File: src/verilog/rsct_pkg.sv
// Package for the reset start and cause tracker: offsets, fields, states
package rsct_pkg;
  // Register indices on the plain register port
  localparam logic [1:0] ADDR_CAUSE = 2'h0;
  localparam logic [1:0] ADDR_BOR_CTRL = 2'h1;
  localparam logic [1:0] ADDR_CORE_STAT = 2'h2;
  localparam logic [1:0] ADDR_CONFIG = 2'h3;
  // Cause flag register fields
  localparam int CF_STK_OVF = 7;
  localparam int CF_STK_UNF = 6;
  localparam int CF_WDT_N = 4;
  localparam int CF_PIN_N = 3;
  localparam int CF_INSTR_N = 2;
  localparam int CF_POR_N = 1;
  localparam int CF_BOR_N = 0;
  localparam logic [7:0] CF_IMPL_MASK = 8'hDF;
  // Core status fields
  localparam int ST_TO_N = 4;
  localparam int ST_PD_N = 3;
  // Brownout control fields
  localparam int BC_SW_EN = 7;
  localparam int BC_FAST = 6;
  localparam int BC_READY = 0;
  localparam logic [7:0] BC_RESET = 8'h80;
  // Configuration register fields (own register)
  localparam int CFG_PIN_EN = 0;
  localparam int CFG_LVP = 1;
  localparam int CFG_STK_EN = 2;
  localparam int CFG_PWRT_N = 3;
  localparam logic [7:0] CFG_RESET = 8'h0F;
  // Vectors
  localparam logic [15:0] RESET_VECTOR = 16'h0000;
  localparam logic [15:0] INT_VECTOR = 16'h0004;
  // Delay from pin release to start, in oscillator cycles
  localparam int PIN_START_CYC = 10;
  // Sequencer states, Gray coded along the start path
  typedef enum logic [1:0] {
    RSCT_HOLD = 2'b00,
    RSCT_WAIT = 2'b01,
    RSCT_RUN = 2'b11,
    RSCT_SLEEP = 2'b10
  } rsct_state_t;
  // Reset and wake event group from the monitors and core
  typedef struct packed {
    logic por;
    logic bor;
    logic wdt;
    logic instr;
    logic stk_ovf;
    logic stk_unf;
    logic wake_wdt;
    logic wake_int;
  } rsct_events_t;
endpackage

File: src/verilog/rsct_top.sv
// Reset start sequencer and reset cause register block
//
// Added by the designer: the address-and-strobe port and the placing of the registers.
`timescale 1ns/1ps
module rsct_top #(
  parameter int PWRT_CYCLES = 6400
) (
  input wire logic i_clk,
  input wire logic i_rstn,
  input wire logic [1:0] i_addr,
  input wire logic [7:0] i_wdata,
  input wire logic i_wr,
  input wire logic i_rd,
  input wire rsct_pkg::rsct_events_t i_evt,
  input wire logic i_sleeping,
  input wire logic i_gie,
  input wire logic i_bor_ready,
  input wire logic i_ext_reset_pin_n,
  output logic [7:0] o_rdata,
  output logic o_run,
  output logic o_pc_load,
  output logic [15:0] o_pc_value,
  output logic o_pc_next,
  output logic o_int_vector
);
  import rsct_pkg::*;

  localparam int PWRT_W = $clog2(PWRT_CYCLES + 1);
  localparam int PIN_W = $clog2(PIN_START_CYC + 1);

  initial begin
    if (PWRT_CYCLES < 1) begin
      $error("PWRT_CYCLES must be at least one");
    end
  end

  // Pin synchroniser, first stage read only by the second
  logic pin_s1_reg;
  logic pin_s2_reg;
  always_ff @(posedge i_clk) begin
    if (!i_rstn) begin
      // Idle level of the pulled-up pin, so no false falling edge after reset
      pin_s1_reg <= 1'b1;
      pin_s2_reg <= 1'b1;
    end else begin
      pin_s1_reg <= i_ext_reset_pin_n;
      pin_s2_reg <= pin_s1_reg;
    end
  end

  logic [7:0] cause_reg, cause_next;
  logic [7:0] bctl_reg, bctl_next;
  logic [1:0] stat_reg, stat_next;
  logic [7:0] cfg_reg, cfg_next;
  rsct_state_t state_reg, state_next;
  logic [PWRT_W-1:0] pwrt_reg, pwrt_next;
  logic [PIN_W-1:0] pin_cnt_reg, pin_cnt_next;
  logic pin_prev_reg, pin_prev_next;
  logic wake_vec_reg, wake_vec_next;
  logic [7:0] rdata_next;
  logic run_next, pc_load_next, pc_next_next, int_vec_next;
  logic [15:0] pc_value_next;
  logic pin_en, pin_low, pin_rst_evt, stk_ovf_rst, stk_unf_rst, pwrt_done;

  // Pin function gate and reset qualifiers
  always_comb begin
    pin_en = cfg_reg[CFG_PIN_EN] | cfg_reg[CFG_LVP];
    pin_low = pin_en & ~pin_s2_reg;
    pin_rst_evt = pin_low & pin_prev_reg; // Falling edge of an enabled pin
    stk_ovf_rst = i_evt.stk_ovf & cfg_reg[CFG_STK_EN];
    stk_unf_rst = i_evt.stk_unf & cfg_reg[CFG_STK_EN];
    pwrt_done = cfg_reg[CFG_PWRT_N] | (pwrt_reg == PWRT_W'(PWRT_CYCLES));
  end

  // Cause flags, status bits and start sequencer
  always_comb begin
    cause_next = cause_reg;
    bctl_next = bctl_reg;
    stat_next = stat_reg;
    cfg_next = cfg_reg;
    state_next = state_reg;
    pwrt_next = pwrt_reg;
    pin_cnt_next = pin_cnt_reg;
    pin_prev_next = ~pin_low;
    wake_vec_next = 1'b0;
    pc_load_next = 1'b0;
    pc_next_next = 1'b0;
    int_vec_next = 1'b0;
    pc_value_next = o_pc_value;
    // Firmware writes come first so hardware events below win
    if (i_wr) begin
      unique case (i_addr)
        ADDR_CAUSE: cause_next = i_wdata & CF_IMPL_MASK;
        ADDR_BOR_CTRL: begin
          bctl_next[BC_SW_EN] = i_wdata[BC_SW_EN];
          bctl_next[BC_FAST] = i_wdata[BC_FAST];
        end
        ADDR_CORE_STAT: ; // Status bits are read only here
        ADDR_CONFIG: cfg_next = {4'h0, i_wdata[3:0]};
      endcase
    end
    bctl_next[BC_READY] = i_bor_ready;
    // Pin release counter outside the event chain: a power-on leaves its count running
    if (pin_low) begin
      pin_cnt_next = '0;
    end else if (pin_cnt_reg != PIN_W'(PIN_START_CYC)) begin
      pin_cnt_next = pin_cnt_reg + PIN_W'(1);
    end
    // Event priority: power-on, brownout, then the rest
    if (i_evt.por) begin
      cause_next = 8'h1C;
      stat_next = 2'b11;
      state_next = RSCT_WAIT;
      pwrt_next = '0;
      bctl_next[BC_SW_EN] = BC_RESET[BC_SW_EN];
      bctl_next[BC_FAST] = BC_RESET[BC_FAST];
    end else if (i_evt.bor) begin
      cause_next = {2'b00, 1'b0, cause_reg[CF_WDT_N], 2'b11, cause_reg[CF_POR_N], 1'b0};
      stat_next = 2'b11;
      state_next = RSCT_WAIT;
      pwrt_next = '0;
    end else begin
      if (i_evt.wdt && state_reg != RSCT_SLEEP) begin
        cause_next[CF_WDT_N] = 1'b0;
        stat_next[1] = 1'b0;
        state_next = RSCT_WAIT;
      end
      if (pin_rst_evt) begin
        cause_next[CF_PIN_N] = 1'b0;
        if (state_reg == RSCT_SLEEP) begin
          stat_next = 2'b10;
        end
        state_next = RSCT_WAIT;
      end
      if (i_evt.instr) begin
        cause_next[CF_INSTR_N] = 1'b0;
        state_next = RSCT_WAIT;
      end
      if (stk_ovf_rst) begin
        cause_next[CF_STK_OVF] = 1'b1;
        state_next = RSCT_WAIT;
      end
      if (stk_unf_rst) begin
        cause_next[CF_STK_UNF] = 1'b1;
        state_next = RSCT_WAIT;
      end
      // Sleep tracking and wake-ups
      if (state_reg == RSCT_RUN && i_sleeping) begin
        state_next = RSCT_SLEEP;
        stat_next[0] = 1'b0;
      end
      if (state_reg == RSCT_SLEEP && !pin_rst_evt) begin
        if (i_evt.wake_wdt) begin
          stat_next = 2'b00;
          state_next = RSCT_RUN;
          pc_next_next = 1'b1;
        end else if (i_evt.wake_int) begin
          stat_next = 2'b10;
          state_next = RSCT_RUN;
          pc_next_next = 1'b1;
          wake_vec_next = i_gie;
        end
      end
      // Power timer counts up to PWRT_CYCLES and stops there, whatever the pin does
      if (!pwrt_done) begin
        pwrt_next = pwrt_reg + PWRT_W'(1);
      end
      if (state_reg == RSCT_WAIT && state_next == RSCT_WAIT && pwrt_done && !pin_low &&
          pin_cnt_reg == PIN_W'(PIN_START_CYC)) begin
        state_next = RSCT_RUN;
        pc_load_next = 1'b1;
        pc_value_next = RESET_VECTOR;
      end
    end
    // Hold in reset while enabled pin is low
    if (pin_low && state_next != RSCT_HOLD) begin
      state_next = RSCT_WAIT;
    end
    if (state_next == RSCT_WAIT) begin
      pc_load_next = 1'b0;
    end
    // Vector jump one cycle after the next instruction
    if (wake_vec_reg) begin
      int_vec_next = 1'b1;
      pc_load_next = 1'b1;
      pc_value_next = INT_VECTOR;
    end
    run_next = (state_next == RSCT_RUN) || (state_next == RSCT_SLEEP);
  end

  // Read mux, data stands the cycle after the strobe
  always_comb begin
    rdata_next = 8'h00;
    if (i_rd) begin
      unique case (i_addr)
        ADDR_CAUSE: rdata_next = cause_reg & CF_IMPL_MASK;
        ADDR_BOR_CTRL: rdata_next = bctl_reg;
        ADDR_CORE_STAT: rdata_next = {3'b000, stat_reg, 3'b000};
        ADDR_CONFIG: rdata_next = cfg_reg;
      endcase
    end
  end

  // State registers; synchronous reset acts like a power-on
  always_ff @(posedge i_clk) begin
    if (!i_rstn) begin
      cause_reg <= 8'h1C;
      bctl_reg <= BC_RESET;
      stat_reg <= 2'b11;
      cfg_reg <= CFG_RESET;
      state_reg <= RSCT_HOLD;
      pwrt_reg <= '0;
      pin_cnt_reg <= '0;
      pin_prev_reg <= 1'b1;
      wake_vec_reg <= 1'b0;
      o_rdata <= 8'h00;
      o_run <= 1'b0;
      o_pc_load <= 1'b0;
      o_pc_value <= RESET_VECTOR;
      o_pc_next <= 1'b0;
      o_int_vector <= 1'b0;
    end else begin
      cause_reg <= cause_next;
      bctl_reg <= bctl_next;
      stat_reg <= stat_next;
      cfg_reg <= cfg_next;
      state_reg <= (state_reg == RSCT_HOLD && state_next == RSCT_HOLD) ? RSCT_WAIT : state_next;
      pwrt_reg <= pwrt_next;
      pin_cnt_reg <= pin_cnt_next;
      pin_prev_reg <= pin_prev_next;
      wake_vec_reg <= wake_vec_next;
      o_rdata <= rdata_next;
      o_run <= run_next;
      o_pc_load <= pc_load_next;
      o_pc_value <= pc_value_next;
      o_pc_next <= pc_next_next;
      o_int_vector <= int_vec_next;
    end
  end

  // Check helper: cycles the enabled pin has stood high, saturating
  logic [3:0] chk_high_reg, chk_high_next;
  always_comb begin
    chk_high_next = chk_high_reg;
    if (pin_low) begin
      chk_high_next = 4'h0;
    end else if (chk_high_reg != 4'hF) begin
      chk_high_next = chk_high_reg + 4'h1;
    end
  end

  // Helper register, kept apart from the counter that drives the start
  always_ff @(posedge i_clk) begin
    if (!i_rstn) begin
      chk_high_reg <= 4'h0;
    end else begin
      chk_high_reg <= chk_high_next;
    end
  end
endmodule
File: config.mk
export PLATFORM = sky130hd
export DESIGN_NAME = rsct_top
export DESIGN_NICKNAME = d
export VERILOG_FILES = /design/src/verilog/rsct_pkg.sv /design/src/verilog/rsct_top.sv
export SDC_FILE = /design/constraint.sdc
export NUM_CORES = 1
export LEC_CHECK = 0
export ABC_AREA = 1
export ABC_CLOCK_PERIOD_IN_PS = 2460
export BUFFER_PORTS_ARGS = -buffer_cell sky130_fd_sc_hd__buf_4
export CORE_MARGIN = 4
export CORE_UTILIZATION = 44
export DETAILED_ROUTE_END_ITERATION = 6
export PLACE_DENSITY = 0.76
export SYNTH_ARGS = -nofsm -noshare
export SYNTH_HDL_FRONTEND = slang
export SYNTH_SLANG_ARGS = --single-unit
File: constraint.sdc
create_clock -name i_clk -period 2.46 [get_ports i_clk]
set_input_delay 0.123 -clock i_clk [delete_from_list [all_inputs] [get_ports i_clk]]
set_output_delay 0.123 -clock i_clk [all_outputs]
set_load 0.02 [all_outputs]
# [Word level (Yosys, flattened, before mapping)]
# Index checks and enable logic that the tools add are counted.
[word_totals] register_bits=52 out_inout_bits=28 wordCells=142
[classes] n_eq_ne=16 bitwise_logic=12 n_reduce_logical=44 mux=43 addsub=2
[op_table] operator="$mux W2" count=20
[op_table] operator="$pmux W8 S4" count=1
[op_table] operator="$reduce_bool A2 Y1" count=12
[op_table] operator="$mux W1" count=16
[op_table] operator="$mux W8" count=2
[op_table] operator="$reduce_and A2 Y1" count=8
[op_table] operator="$add A13 B1 Y13 const B" count=1
[op_table] operator="$eq A13 B13 Y1 const B" count=1
[op_table] operator="$eq A2 B2 Y1 const B" count=6
[op_table] operator="$mux W3" count=4
[op_table] operator="$logic_and A1 B1 Y1" count=9
[op_table] operator="$reduce_and A3 Y1" count=3
[op_table] operator="$eq A2 B1 Y1 const B" count=4
[op_table] operator="$logic_not A2 Y1" count=3
[op_table] operator="$not A1 Y1" count=6
[op_table] operator="$reduce_or A2 Y1" count=3
[op_table] operator="$reduce_or A6 Y1" count=1
[op_table] operator="$add A4 B1 Y4 const B" count=1
[op_table] operator="$and A1 B1 Y1" count=4
[op_table] operator="$eq A4 B4 Y1 const B" count=1
[op_table] operator="$ne A2 B1 Y1 const B" count=2
[op_table] operator="$ne A4 B4 Y1 const B" count=1
[op_table] operator="$reduce_or A4 Y1" count=1
[op_table] operator="$reduce_or A3 Y1" count=1
[op_table] operator="4 further kinds" count=6

# [Longest topological paths before layout]
# Gate-level depths: netlist of run 1.
[logic_depth] depth_word=27 depth_mapped=10 ltp_nobuf=9

# [Least setup slack after synthesis of run 1]
# No wires, ideal clock.
[synth_timing] path_type="reg-to-reg" startpoint="register pwrt_reg[0]" endpoint="register pwrt_reg[10]" path_slack_ns=1.123 synth_period_minus_slack_ns=1.337 path_stages_with_launch=11 arrival_ns=1.220 cell_sequence="dfxtp_1 -> inv_1 -> ha_1 -> nand2_1 -> nor3_1 -> nand2_2 -> nand2_4 -> inv_2 -> buf_6 -> nand2_1 -> a21oi_2"
[synth_between] elab_chain_len=2
[synth_lines] element="from (decl)" line="rsct_top.sv:56" rtl="logic [PWRT_W-1:0] pwrt_reg, pwrt_next;"
[synth_lines] element="from (signal assigned)" line="rsct_top.sv:228" rtl="pwrt_reg <= pwrt_next;"
[synth_lines] element="parallel branches: the longest is 2 deep, another holds $add A13 B1 Y13"
# Several ways; the timed one is not identified.
# A chain may end at the register's enable or synchronous reset.

# [Worst setup path after layout of run 1]
[layout_timing] startpoint="register pwrt_reg[0]" endpoint="register pwrt_reg[6]"
# Same word-level chain as after synthesis.

==> results of run 1 <==
## cell type report
cell class,instances,share of cell area
clock buffers,5,0.0239
multi-input cells,229,0.408
well taps,72,0.0313
flip-flops and latches,51,0.355
repair buffers,39,0.104
clock inverters,3,0.0152
inverters,48,0.0626
## placed cells by master, fill, tap and decap left out, drive strengths merged
| cell type | synthesis | routed |
|---|---|---|
| clkbuf | 0 | 5 |
| nand4 | 6 | 6 |
| nor3 | 9 | 9 |
| o31ai | 2 | 2 |
| clkinv | 0 | 2 |
| buf | 20 | 36 |
| o211ai | 2 | 2 |
| bufinv | 0 | 1 |
| inv | 48 | 48 |
| or2 | 3 | 3 |
| a21oi | 31 | 31 |
| a31oi | 2 | 2 |
| nand3 | 24 | 24 |
| xor2 | 9 | 9 |
| o22ai | 1 | 1 |
| nand2 | 82 | 82 |
| xnor2 | 2 | 2 |
| o21ai | 15 | 15 |
| conb | 1 | 16 |
| ha | 4 | 4 |
| dlygate4sd3 | 0 | 3 |
| nor2 | 21 | 21 |
| dfxtp | 51 | 51 |
## per-layer routing
| metal | vias up | share of wire | track usage |
|---|---|---|---|
| met5 | - | 0 | 0 |
| met4 | 0 | 0.018 | 0.0654 |
| met3 | 9 | 0.066 | 0.0317 |
| met2 | 63 | 0.47 | 0.253 |
| met1 | 938 | 0.45 | 0.194 |
| li1 | 1114 | - | - |
## final timing paths
path / from / end / cells past startpoint
hold / removal: i_wdata[1] / cfg_reg[1] / 3
setup reg to reg: pwrt_reg[0] / pwrt_reg[6] / 9
setup / recovery: pwrt_reg[0] / pwrt_reg[6] / 9
hold reg to reg: pin_s1_reg / pin_s2_reg / 1
## report_power, final
part	internal, W	switching (W)
Clock	0.000303	0.000282
Combinational	0.0000587	0.000102
Sequential	0.000844	0.0000108
## logic make-up after synthesis
kind of cell | count (synthesis) | synth area share
adders and majority gates | 4 | 0.0202
AOI/OAI and AO/OA | 53 | 0.126
buffers and inverters | 68 | 0.139
and+or+nand+nor | 145 | 0.264
xor gates and xnor gates | 11 | 0.0388
other | 1 | 0.00151
DFF | 51 | 0.411
## synth_stat cells
cell / number
or2_2: 3
o211ai_1: 2
nand2_2: 10
a21oi_1: 22
a31oi_1: 2
inv_2: 4
buf_2: 1
nand4_1: 6
dfxtp_1: 51
o21ai_0: 15
xor2_1: 9
nor2_4: 2
o31ai_1: 2
buf_12: 1
inv_1: 44
nor2_1: 19
nand2_4: 1
nand3_1: 24
o22ai_1: 1
buf_6: 1
nor3_1: 9
ha_1: 4
xnor2_1: 2
conb_1: 1
a21oi_2: 9
buf_4: 17
nand2_1: 71
## timing repair
action	4_1_cts	5_1_grt
hold buffers	3	0
hold endpoints to repair	3	0
setup endpoints to repair	0	0
## worst max-delay path, delay by kind of cell (launching register included)
family,cells,cell delay (ns)
AO/OA/AOI/OAI,1,0.05
flip-flops,1,0.34
buffers and inverters,2,0.27
adder cells (fa/ha/maj),1,0.15
AND/OR/NAND/NOR,5,0.63
## through the flow
step	hold WS [ns]	worst slack [ns]	cells	power [W]
after global routing	0.0438	0.724	447	0.00167
after global placement	0.306	0.884	436	0.00103
final	0.0346	0.876	447	0.00160
after CTS	0.0287	0.851	447	0.00161
after floorplan	0.221	1.12	348	0.000993
after detailed placement	0.316	0.876	436	0.00103
==> flow_summary.toml, run 1 <==
[status]
status = "completed"

[routing]
drt_iter0_drc = 135
drtPass1Iterations = 4
viasPerCell = 4.75
ant_nets = 0
wl_per_cell_um = 11.3
routed_wl_um = 5060
drcViolationCount = 0
num_vias = 2124

[critical_path]
cp_slowest_stage_delay_ns = 0.34
slowest_stage = "dfxtp_1"
worstSetupPathType = "reg2reg"
cp-start-kind = "flip-flop"
worstPathRequired_ns = 2.63
crit_top_cell = "nand2_1"
regToRegSetupSlack_ns = 0.88
arrival_ns = 1.76
crit_path_cell_trace = "inv_1 > ha_1 > nand2_1 > nor3_1 > nand2_2 > nand2_4 > inv_2 > nand2_1 > a21oi_2"
cp_max_fo = 17
end_kind = "flip-flop"

[finish]
syn_to_final_growth_pct = 15.9
finalInstanceArea_mm2 = 0.00288
fill_cells = 534
diodes = 0
drive_gt1_frac = 0.195
multi_input_area_mm2 = 0.00117
layout.nets = 404
largest_register_ffs = 13
final-seq-area_mm2 = 0.00102
utilization = 0.523

[flow_run]
cap_violations = 0

[die]
num_io_pins = 54
fp-row-count = 27
die_h_um = 83.1
die_w_um = 83.1
dieArea_mm2 = 0.00691
fp.coreArea_mm2 = 0.00551
start_util = 0.451

[placement]
gp_congestion = 0.869
dp_hpwl_um = 3900
place_area_mm2 = 0.00274
io_buffers = 36

[timing]
fmax_mhz = 631
worst_slew_pin_slew_ns = 0.600
min_period_over_period = 0.644
slew_headroom = 0.599
finalHoldViolations = 0
setup_tns_ns = 0
setup_viol = 0
min_period_ns = 1.58
rsz0062_at_grt = "false"
drv_slew = 0
clock_skew_ns = 0.00832

[power_and_ir_drop]
ir_drop_uv = 289
power_density_mw_per_mm2 = 556
p_leak_nw = 1.27

[worst_hold_path]
hold_class = "in2reg"

[global_routing]
grt_usage = 0.154
grt_pass1_vias = 2065
grt_first_pass_wirelength_um = 8860
grt_max_degree = 18
antenna_found_initial = 0
grt_overflow = 0

[cts]
numCtsBuffers = 5
postCtsResizedCells = 0
clock_latency_ns = 0.31
h-tree-depth = 2
cts_tree = "yes"
ctsLongestPathBuffers = 2
postCtsSetupBuffers = 0
cts.reportedPaths.clkPinSlew_ns = 0.10
cts_sinks = 51
cts_root_buffer = "clkbuf_8"

[yosys]
yosys_warnings = 0
syn_inst = 333
synth_area_per_cell_um2 = 7.46
synth.distinct_cells = 27
ys_ff_latch = 51
ys_seq_area_frac = 0.411
synth_area_leaders = "dfxtp_1 41%, nand2_1 11%, inv_1 6.6%"
synth.top_cell.area_share = 0.411
synth_area_leader_cell = "dfxtp_1"
syn_area_mm2 = 0.00248
Power figures use the tool's default switching activity.
==> run 2, diff against run 1 <==
--- a/config.mk
+++ b/config.mk
@@ -6,7 +6,7 @@
 export NUM_CORES = 1
 export LEC_CHECK = 0
 export ABC_AREA = 1
-export ABC_CLOCK_PERIOD_IN_PS = 2460
+export ABC_CLOCK_PERIOD_IN_PS = 1500
 export BUFFER_PORTS_ARGS = -buffer_cell sky130_fd_sc_hd__buf_4
 export CORE_MARGIN = 4
 export CORE_UTILIZATION = 44
==> constraint.sdc (replaced) <==
create_clock -name i_clk -period 1.5 [get_ports i_clk]
set_input_delay 0.075 -clock i_clk [delete_from_list [all_inputs] [get_ports i_clk]]
set_output_delay 0.075 -clock i_clk [all_outputs]
set_load 0.02 [all_outputs]
==> run 2 against run 1 <==
Against the previous run:
- fmax rose by 14%
- via count rose by 4.1%
- non-clock buffer count rose by 15
- routed wire length rose by 5.7%
- global-route usage rose by 0.26 points
- worst setup slack got worse by 0.77 ns
- hold slack got worse by 0.013 ns
- final cell count rose by 3.4%
- critical path depth fell by 3
- flip-flop and latch count did not move
- power rose by 76%
- critical endpoint is now pwrt_reg[8]
==> flow_summary.toml, run 2 (synthesized netlist as in run 1, its figures left out) <==
[worst_hold_path]
hold_depth = 3
hold_end = "cause_reg[4]"
min_from = "i_wdata[4]"
hold_class = "in2reg"

[cts]
clock_latency_ns = 0.31
cts_root_buffer = "clkbuf_8"
numCtsBuffers = 5
cts_sinks = 51
cts.reportedPaths.clkPinSlew_ns = 0.09
ctsLongestPathBuffers = 2
cts_tree = "yes"
h-tree-depth = 2

[die]
fp-row-count = 27
fp.coreArea_mm2 = 0.00551
start_util = 0.451
die_w_um = 83.1
num_io_pins = 54
die_h_um = 83.1
dieArea_mm2 = 0.00691

[power_and_ir_drop]
ir_drop_uv = 651
switching_share = 0.229
p_sw_w = 0.000646
p_leak_nw = 1.34
power_frac_comb = 0.103
p_int_w = 0.00217
power_frac_seq = 0.499
power_density_mw_per_mm2 = 924
pwr-share-clk = 0.398

[timing]
setup_tns_ns = 0
fmax_mhz = 719
drv_slew = 0
clock_skew_ns = 0.0141
rsz0062_at_grt = "true"
min_period_over_period = 0.928
setup_viol = 0
finalHoldViolations = 0
min_period_ns = 1.39
setup_ws_ns = 0.109

[critical_path]
worstSetupPathType = "reg2reg"
r2r_start = "pwrt_reg[4]"
cp_slowest_stage_delay_ns = 0.41
regToRegSetupSlack_ns = 0.11
crit_path_cell_trace = "inv_2 > nor3_1 > nand2_1 > xor2_1 > nand2_1 > a21oi_2"
worstPathRequired_ns = 1.75
crit_top_cell = "nand2_1"
cp-start-kind = "flip-flop"
reg2reg_depth = 6
end_kind = "flip-flop"
arrival_ns = 1.64
crit-reg2reg-capture = "pwrt_reg[8]"
slowest_stage = "dfxtp_1"
cp_max_fo = 4

[placement]
io_buffers = 36
pre_cts_ws_ns = 0.0913
gp_congestion = 0.822
dp_cells = 442
dp_hpwl_um = 4070

[finish]
fill_cells = 532
mostFrequentLayoutCells = "71 x nand2_1, 49 x dfxtp_1, 43 x buf_4"
syn_to_final_growth_pct = 22.7
fin_cells = 462
largest_register_ffs = 13
final_common_cell = "nand2_1"
multi_input_area_mm2 = 0.00118
final-seq-area_mm2 = 0.00102
drive_gt1_frac = 0.226
diodes = 0
utilization = 0.554
layout.nets = 419

[global_routing]
grt_first_pass_wirelength_um = 8970
grt_max_degree = 16
antenna_found_initial = 0
grt_overflow = 0
grt_usage = 0.156
grt_pass1_vias = 2042

[routing]
drtPass1Iterations = 4
drcViolationCount = 0
wl_per_cell_um = 11.6
num_vias = 2212
ant_nets = 0
drt_iter0_drc = 129
viasPerCell = 4.79
routed_wl_um = 5340

[status]
status = "completed"

[flow_run]
cap_violations = 0
run 2: layer usage:
layer	track usage	routed length [µm]
met5	0	0
met4	0.0550	72
met3	0.0367	272
met2	0.254	2550
met1	0.202	2450
run 2: worst max-delay path: cells and delay by family, from the launching register on:
family | cells | cell delay (ns)
flip-flops | 1 | 0.41
AO/OA/AOI/OAI | 1 | 0.11
AND/OR/NAND/NOR | 3 | 0.56
XOR/XNOR | 1 | 0.18
buffers and inverters | 1 | 0.06
run 2: power groups by stage:
| stage | clock (W) | sequential, W | combinational (W) |
|---|---|---|---|
| 6_report | 0.00112 | 0.00140 | 0.000291 |
| 5_1_grt | 0.00119 | 0.00141 | 0.000323 |
| 4_1_cts | 0.00114 | 0.00140 | 0.000282 |
| 3_5_place_dp | 0 | 0.00144 | 0.000263 |
| 3_3_place_gp | 0 | 0.00143 | 0.000260 |
| 2_1_floorplan | 0 | 0.00144 | 0.000190 |
run 2: final cells by class:
| cell class | count | area share |
|---|---|---|
| clock buffers | 6 | 0.0238 |
| clock inverters | 2 | 0.0197 |
| inverters | 48 | 0.0603 |
| multi-input cells | 229 | 0.388 |
| flip-flops and latches | 51 | 0.336 |
| well taps | 72 | 0.0296 |
| repair buffers | 54 | 0.143 |
run 2: metrics by stage:
stage	hold slack (ns)	cell area [µm²]	total power (W)
final	0.0219	3050	0.00282
after global routing	0.0316	3050	0.00292
after CTS	0.0106	3000	0.00283
after detailed placement	0.271	2780	0.00170
after global placement	0.257	2780	0.00169
after floorplan	0.173	2540	0.00163
run 2: timing repair:
| item | in CTS | in global routing |
|---|---|---|
| resized for setup | 0 | 9 |
| hold endpoints to repair | 9 | 0 |
| buffers inserted | 0 | 3 |
| setup endpoints to repair | 0 | 17 |
| hold buffers | 9 | 0 |
run 2: worst max path at each step:
stage,cells past startpoint,slack [ns],startpoint,end
3_3_place_gp,9,0.13,pwrt_reg[0],pwrt_reg[10]
4_1_cts,6,0.03,i_rstn,o_pc_next
2_1_floorplan,10,0.16,pwrt_reg[0],pwrt_reg[10]
6_report,6,0.11,pwrt_reg[4],pwrt_reg[8]
3_5_place_dp,9,0.09,pwrt_reg[0],pwrt_reg[10]
5_1_grt,9,-0.03,pwrt_reg[0],pwrt_reg[0]
==> run 3, diff against run 2 <==
--- a/config.mk
+++ b/config.mk
@@ -5,13 +5,13 @@
 export SDC_FILE = /design/constraint.sdc
 export NUM_CORES = 1
 export LEC_CHECK = 0
-export ABC_AREA = 1
 export ABC_CLOCK_PERIOD_IN_PS = 1500
 export BUFFER_PORTS_ARGS = -buffer_cell sky130_fd_sc_hd__buf_4
 export CORE_MARGIN = 4
 export CORE_UTILIZATION = 44
 export DETAILED_ROUTE_END_ITERATION = 6
 export PLACE_DENSITY = 0.76
+export REMOVE_ABC_BUFFERS = 1
 export SYNTH_ARGS = -nofsm -noshare
 export SYNTH_HDL_FRONTEND = slang
 export SYNTH_SLANG_ARGS = --single-unit
==> run 3 against run 2 <==
Against the previous run:
- sequential power hardly changed
- largest power group unchanged
- worst setup slack got worse by 0.090 ns
- clock skew is 0.0039 ns lower
- sequential share of layout area rose by 1.1 points
- final cell count down 17%
- critical path type unchanged
- largest cell class unchanged
- via count decreased by 14%
- fmax shrank 6.1%
- clock power fell by 27%
- routed wire length fell by 5.9%
- non-clock buffer count rose by 9
==> flow_summary.toml, run 3 <==
[timing]
drv_slew = 0
min_period_ns = 1.48
rsz0062_at_grt = "true"
finalHoldViolations = 0
clock_skew_ns = 0.0102
setup_viol = 0
min_period_over_period = 0.988
whs_ns = 0.0253
fmax_mhz = 675

[power_and_ir_drop]
power_frac_seq = 0.556
power_density_mw_per_mm2 = 849
power_frac_comb = 0.121
switching_share = 0.261
pwr-share-clk = 0.323
p_leak_nw = 1.22
p_int_w = 0.00186
ir_drop_uv = 431
p_sw_w = 0.000656

[yosys]
synth.top_cell.area_share = 0.439
synth_edf_count = 0
syn_area_mm2 = 0.00232
synthFlopType = "dfxtp_1"
ys_top_cells_by_count = "51 x dfxtp_1, 32 x nand2_1, 23 x nor2_1, 16 x buf_4, 14 x mux2i_1"
synth_area_leaders = "dfxtp_1 44%, mux2i_1 6.0%, buf_4 5.2%"
syn_inst = 251
synth_area_leader_cell = "dfxtp_1"
synth.most_common_cell = "dfxtp_1"
yosys_warnings = 0
synth_area_per_cell_um2 = 9.26
ys_ff_latch = 51
synth.distinct_cells = 46
ys_seq_area_frac = 0.439
synth-async-reset-ratio = 0

[global_routing]
grt_usage = 0.167
grt_overflow = 0
grt_max_degree = 17
grt_pass1_vias = 1872
grt_first_pass_wirelength_um = 8380
antenna_found_initial = 0

[die]
fp.coreArea_mm2 = 0.00511
start_util = 0.455
dieArea_mm2 = 0.00651
die_h_um = 80.7
num_io_pins = 54
die_w_um = 80.7
fp-row-count = 26

[routing]
drtPass1Iterations = 4
routed_wl_um = 5030
viasPerCell = 4.93
drt_iter0_drc = 73
drcViolationCount = 0
ant_nets = 0
wl_per_cell_um = 13.1
num_vias = 1899

[critical_path]
crit_end = "state_reg[1]"
reg2reg_depth = 6
worstPathRequired_ns = 1.73
cp_max_fo = 7
worstSetupPathType = "reg2reg"
crit-reg2reg-capture = "state_reg[1]"
worstSetupStartpoint = "pwrt_reg[1]"
r2r_start = "pwrt_reg[1]"
regToRegSetupSlack_ns = 0.02
end_kind = "flip-flop"
arrival_ns = 1.71
cp-start-kind = "flip-flop"

[flow_run]
cap_violations = 0

[finish]
largest_register_ffs = 13
layout.nets = 344
utilization = 0.580
drive_gt1_frac = 0.267
diodes = 0
final_common_cell = "buf_4"
syn_to_final_growth_pct = 27.4
mostFrequentLayoutCells = "51 x buf_4, 47 x dfxtp_1, 32 x nand2_1"
fill_cells = 470

[cts]
cts.reportedPaths.clkPinSlew_ns = 0.10
clock_latency_ns = 0.31
h-tree-depth = 2
cts_tree = "yes"
numCtsBuffers = 5
cts_root_buffer = "clkbuf_8"
cts_sinks = 51
ctsLongestPathBuffers = 2

[worst_hold_path]
min_from = "i_evt[6]"
hold_depth = 3
hold_class = "in2reg"

[placement]
dp_hpwl_um = 3670
io_buffers = 36
gp_congestion = 0.818

[status]
status = "completed"
run 3: area by class of cell:
class	count	area, µm²	area share
multi-input combinational	187	1230	0.417
sequential	51	1030	0.346
inverter	6	22.5	0.00760
clock inverter	2	16.3	0.00549
clock buffer	6	72.6	0.0245
timing repair buffer	63	503	0.170
tap	70	87.6	0.0296
run 3: repair_timing:
| item | CTS | global route |
|---|---|---|
| endpoints found under the hold margin | 10 | 0 |
| setup buffers | 1 | 1 |
| pin swaps | 2 | 5 |
| hold buffers | 12 | 0 |
| gates resized for setup | 3 | 11 |
| setup endpoints to repair | 2 | 10 |
run 3: worst min-delay path by stage:
stage | slack (ns) | end
final | 0.03 | cause_reg[4]
after global placement | 0.26 | pin_s1_reg
after floorplan | 0.14 | cfg_reg[0]
after detailed placement | 0.26 | pin_s1_reg
after global routing | 0.03 | wake_vec_reg
after CTS | 0.01 | cause_reg[4]
run 3: power groups by stage:
| stage | Clock, W | Sequential [W] | Combinational (W) |
|---|---|---|---|
| 6_report | 0.000813 | 0.00140 | 0.000305 |
| 5_1_grt | 0.000899 | 0.00140 | 0.000335 |
| 4_1_cts | 0.000838 | 0.00140 | 0.000299 |
| 3_5_place_dp | 0 | 0.00143 | 0.000274 |
| 3_3_place_gp | 0 | 0.00143 | 0.000271 |
| 2_1_floorplan | 0 | 0.00144 | 0.000136 |
run 3: worst max-delay path: stages, from the launching register on:
cell,delay (ns)
dfxtp_2,0.34
inv_2,0.07
ha_4,0.12
and4bb_2,0.26
a31oi_4,0.14
or3_4,0.41
o31ai_2,0.06
run 3: layer usage:
layer	GRT usage	vias to the layer above	share of wire
met5	0	-	0
met4	0.0625	0	0.014
met3	0.0404	8	0.043
met2	0.290	36	0.52
met1	0.199	886	0.43
li1	-	969	-
run 3: cells by family after synthesis:
kind of cell | Yosys count | share of synthesized area
and+or+nand+nor | 103 | 0.237
DFF | 51 | 0.439
AOI/OAI and AO/OA | 37 | 0.117
buffers and inverters | 28 | 0.0716
muxes | 16 | 0.0700
xor gates and xnor gates | 11 | 0.0414
adders and majority gates | 4 | 0.0215
other | 1 | 0.00161
run 3: stage by stage:
stage | setup TNS [ns] | cells | cell area, µm² | worst slack [ns] | total power, W
after floorplan | 0 | 244 | 2240 | 0.117 | 0.00157
final | 0 | 385 | 2960 | 0.0187 | 0.00252
after CTS | 0 | 384 | 2910 | 0.00579 | 0.00253
after global routing | -0.0669 | 385 | 2960 | -0.0416 | 0.00264
after detailed placement | 0 | 363 | 2690 | 0.00686 | 0.00170
after global placement | 0 | 363 | 2690 | 0.0715 | 0.00170
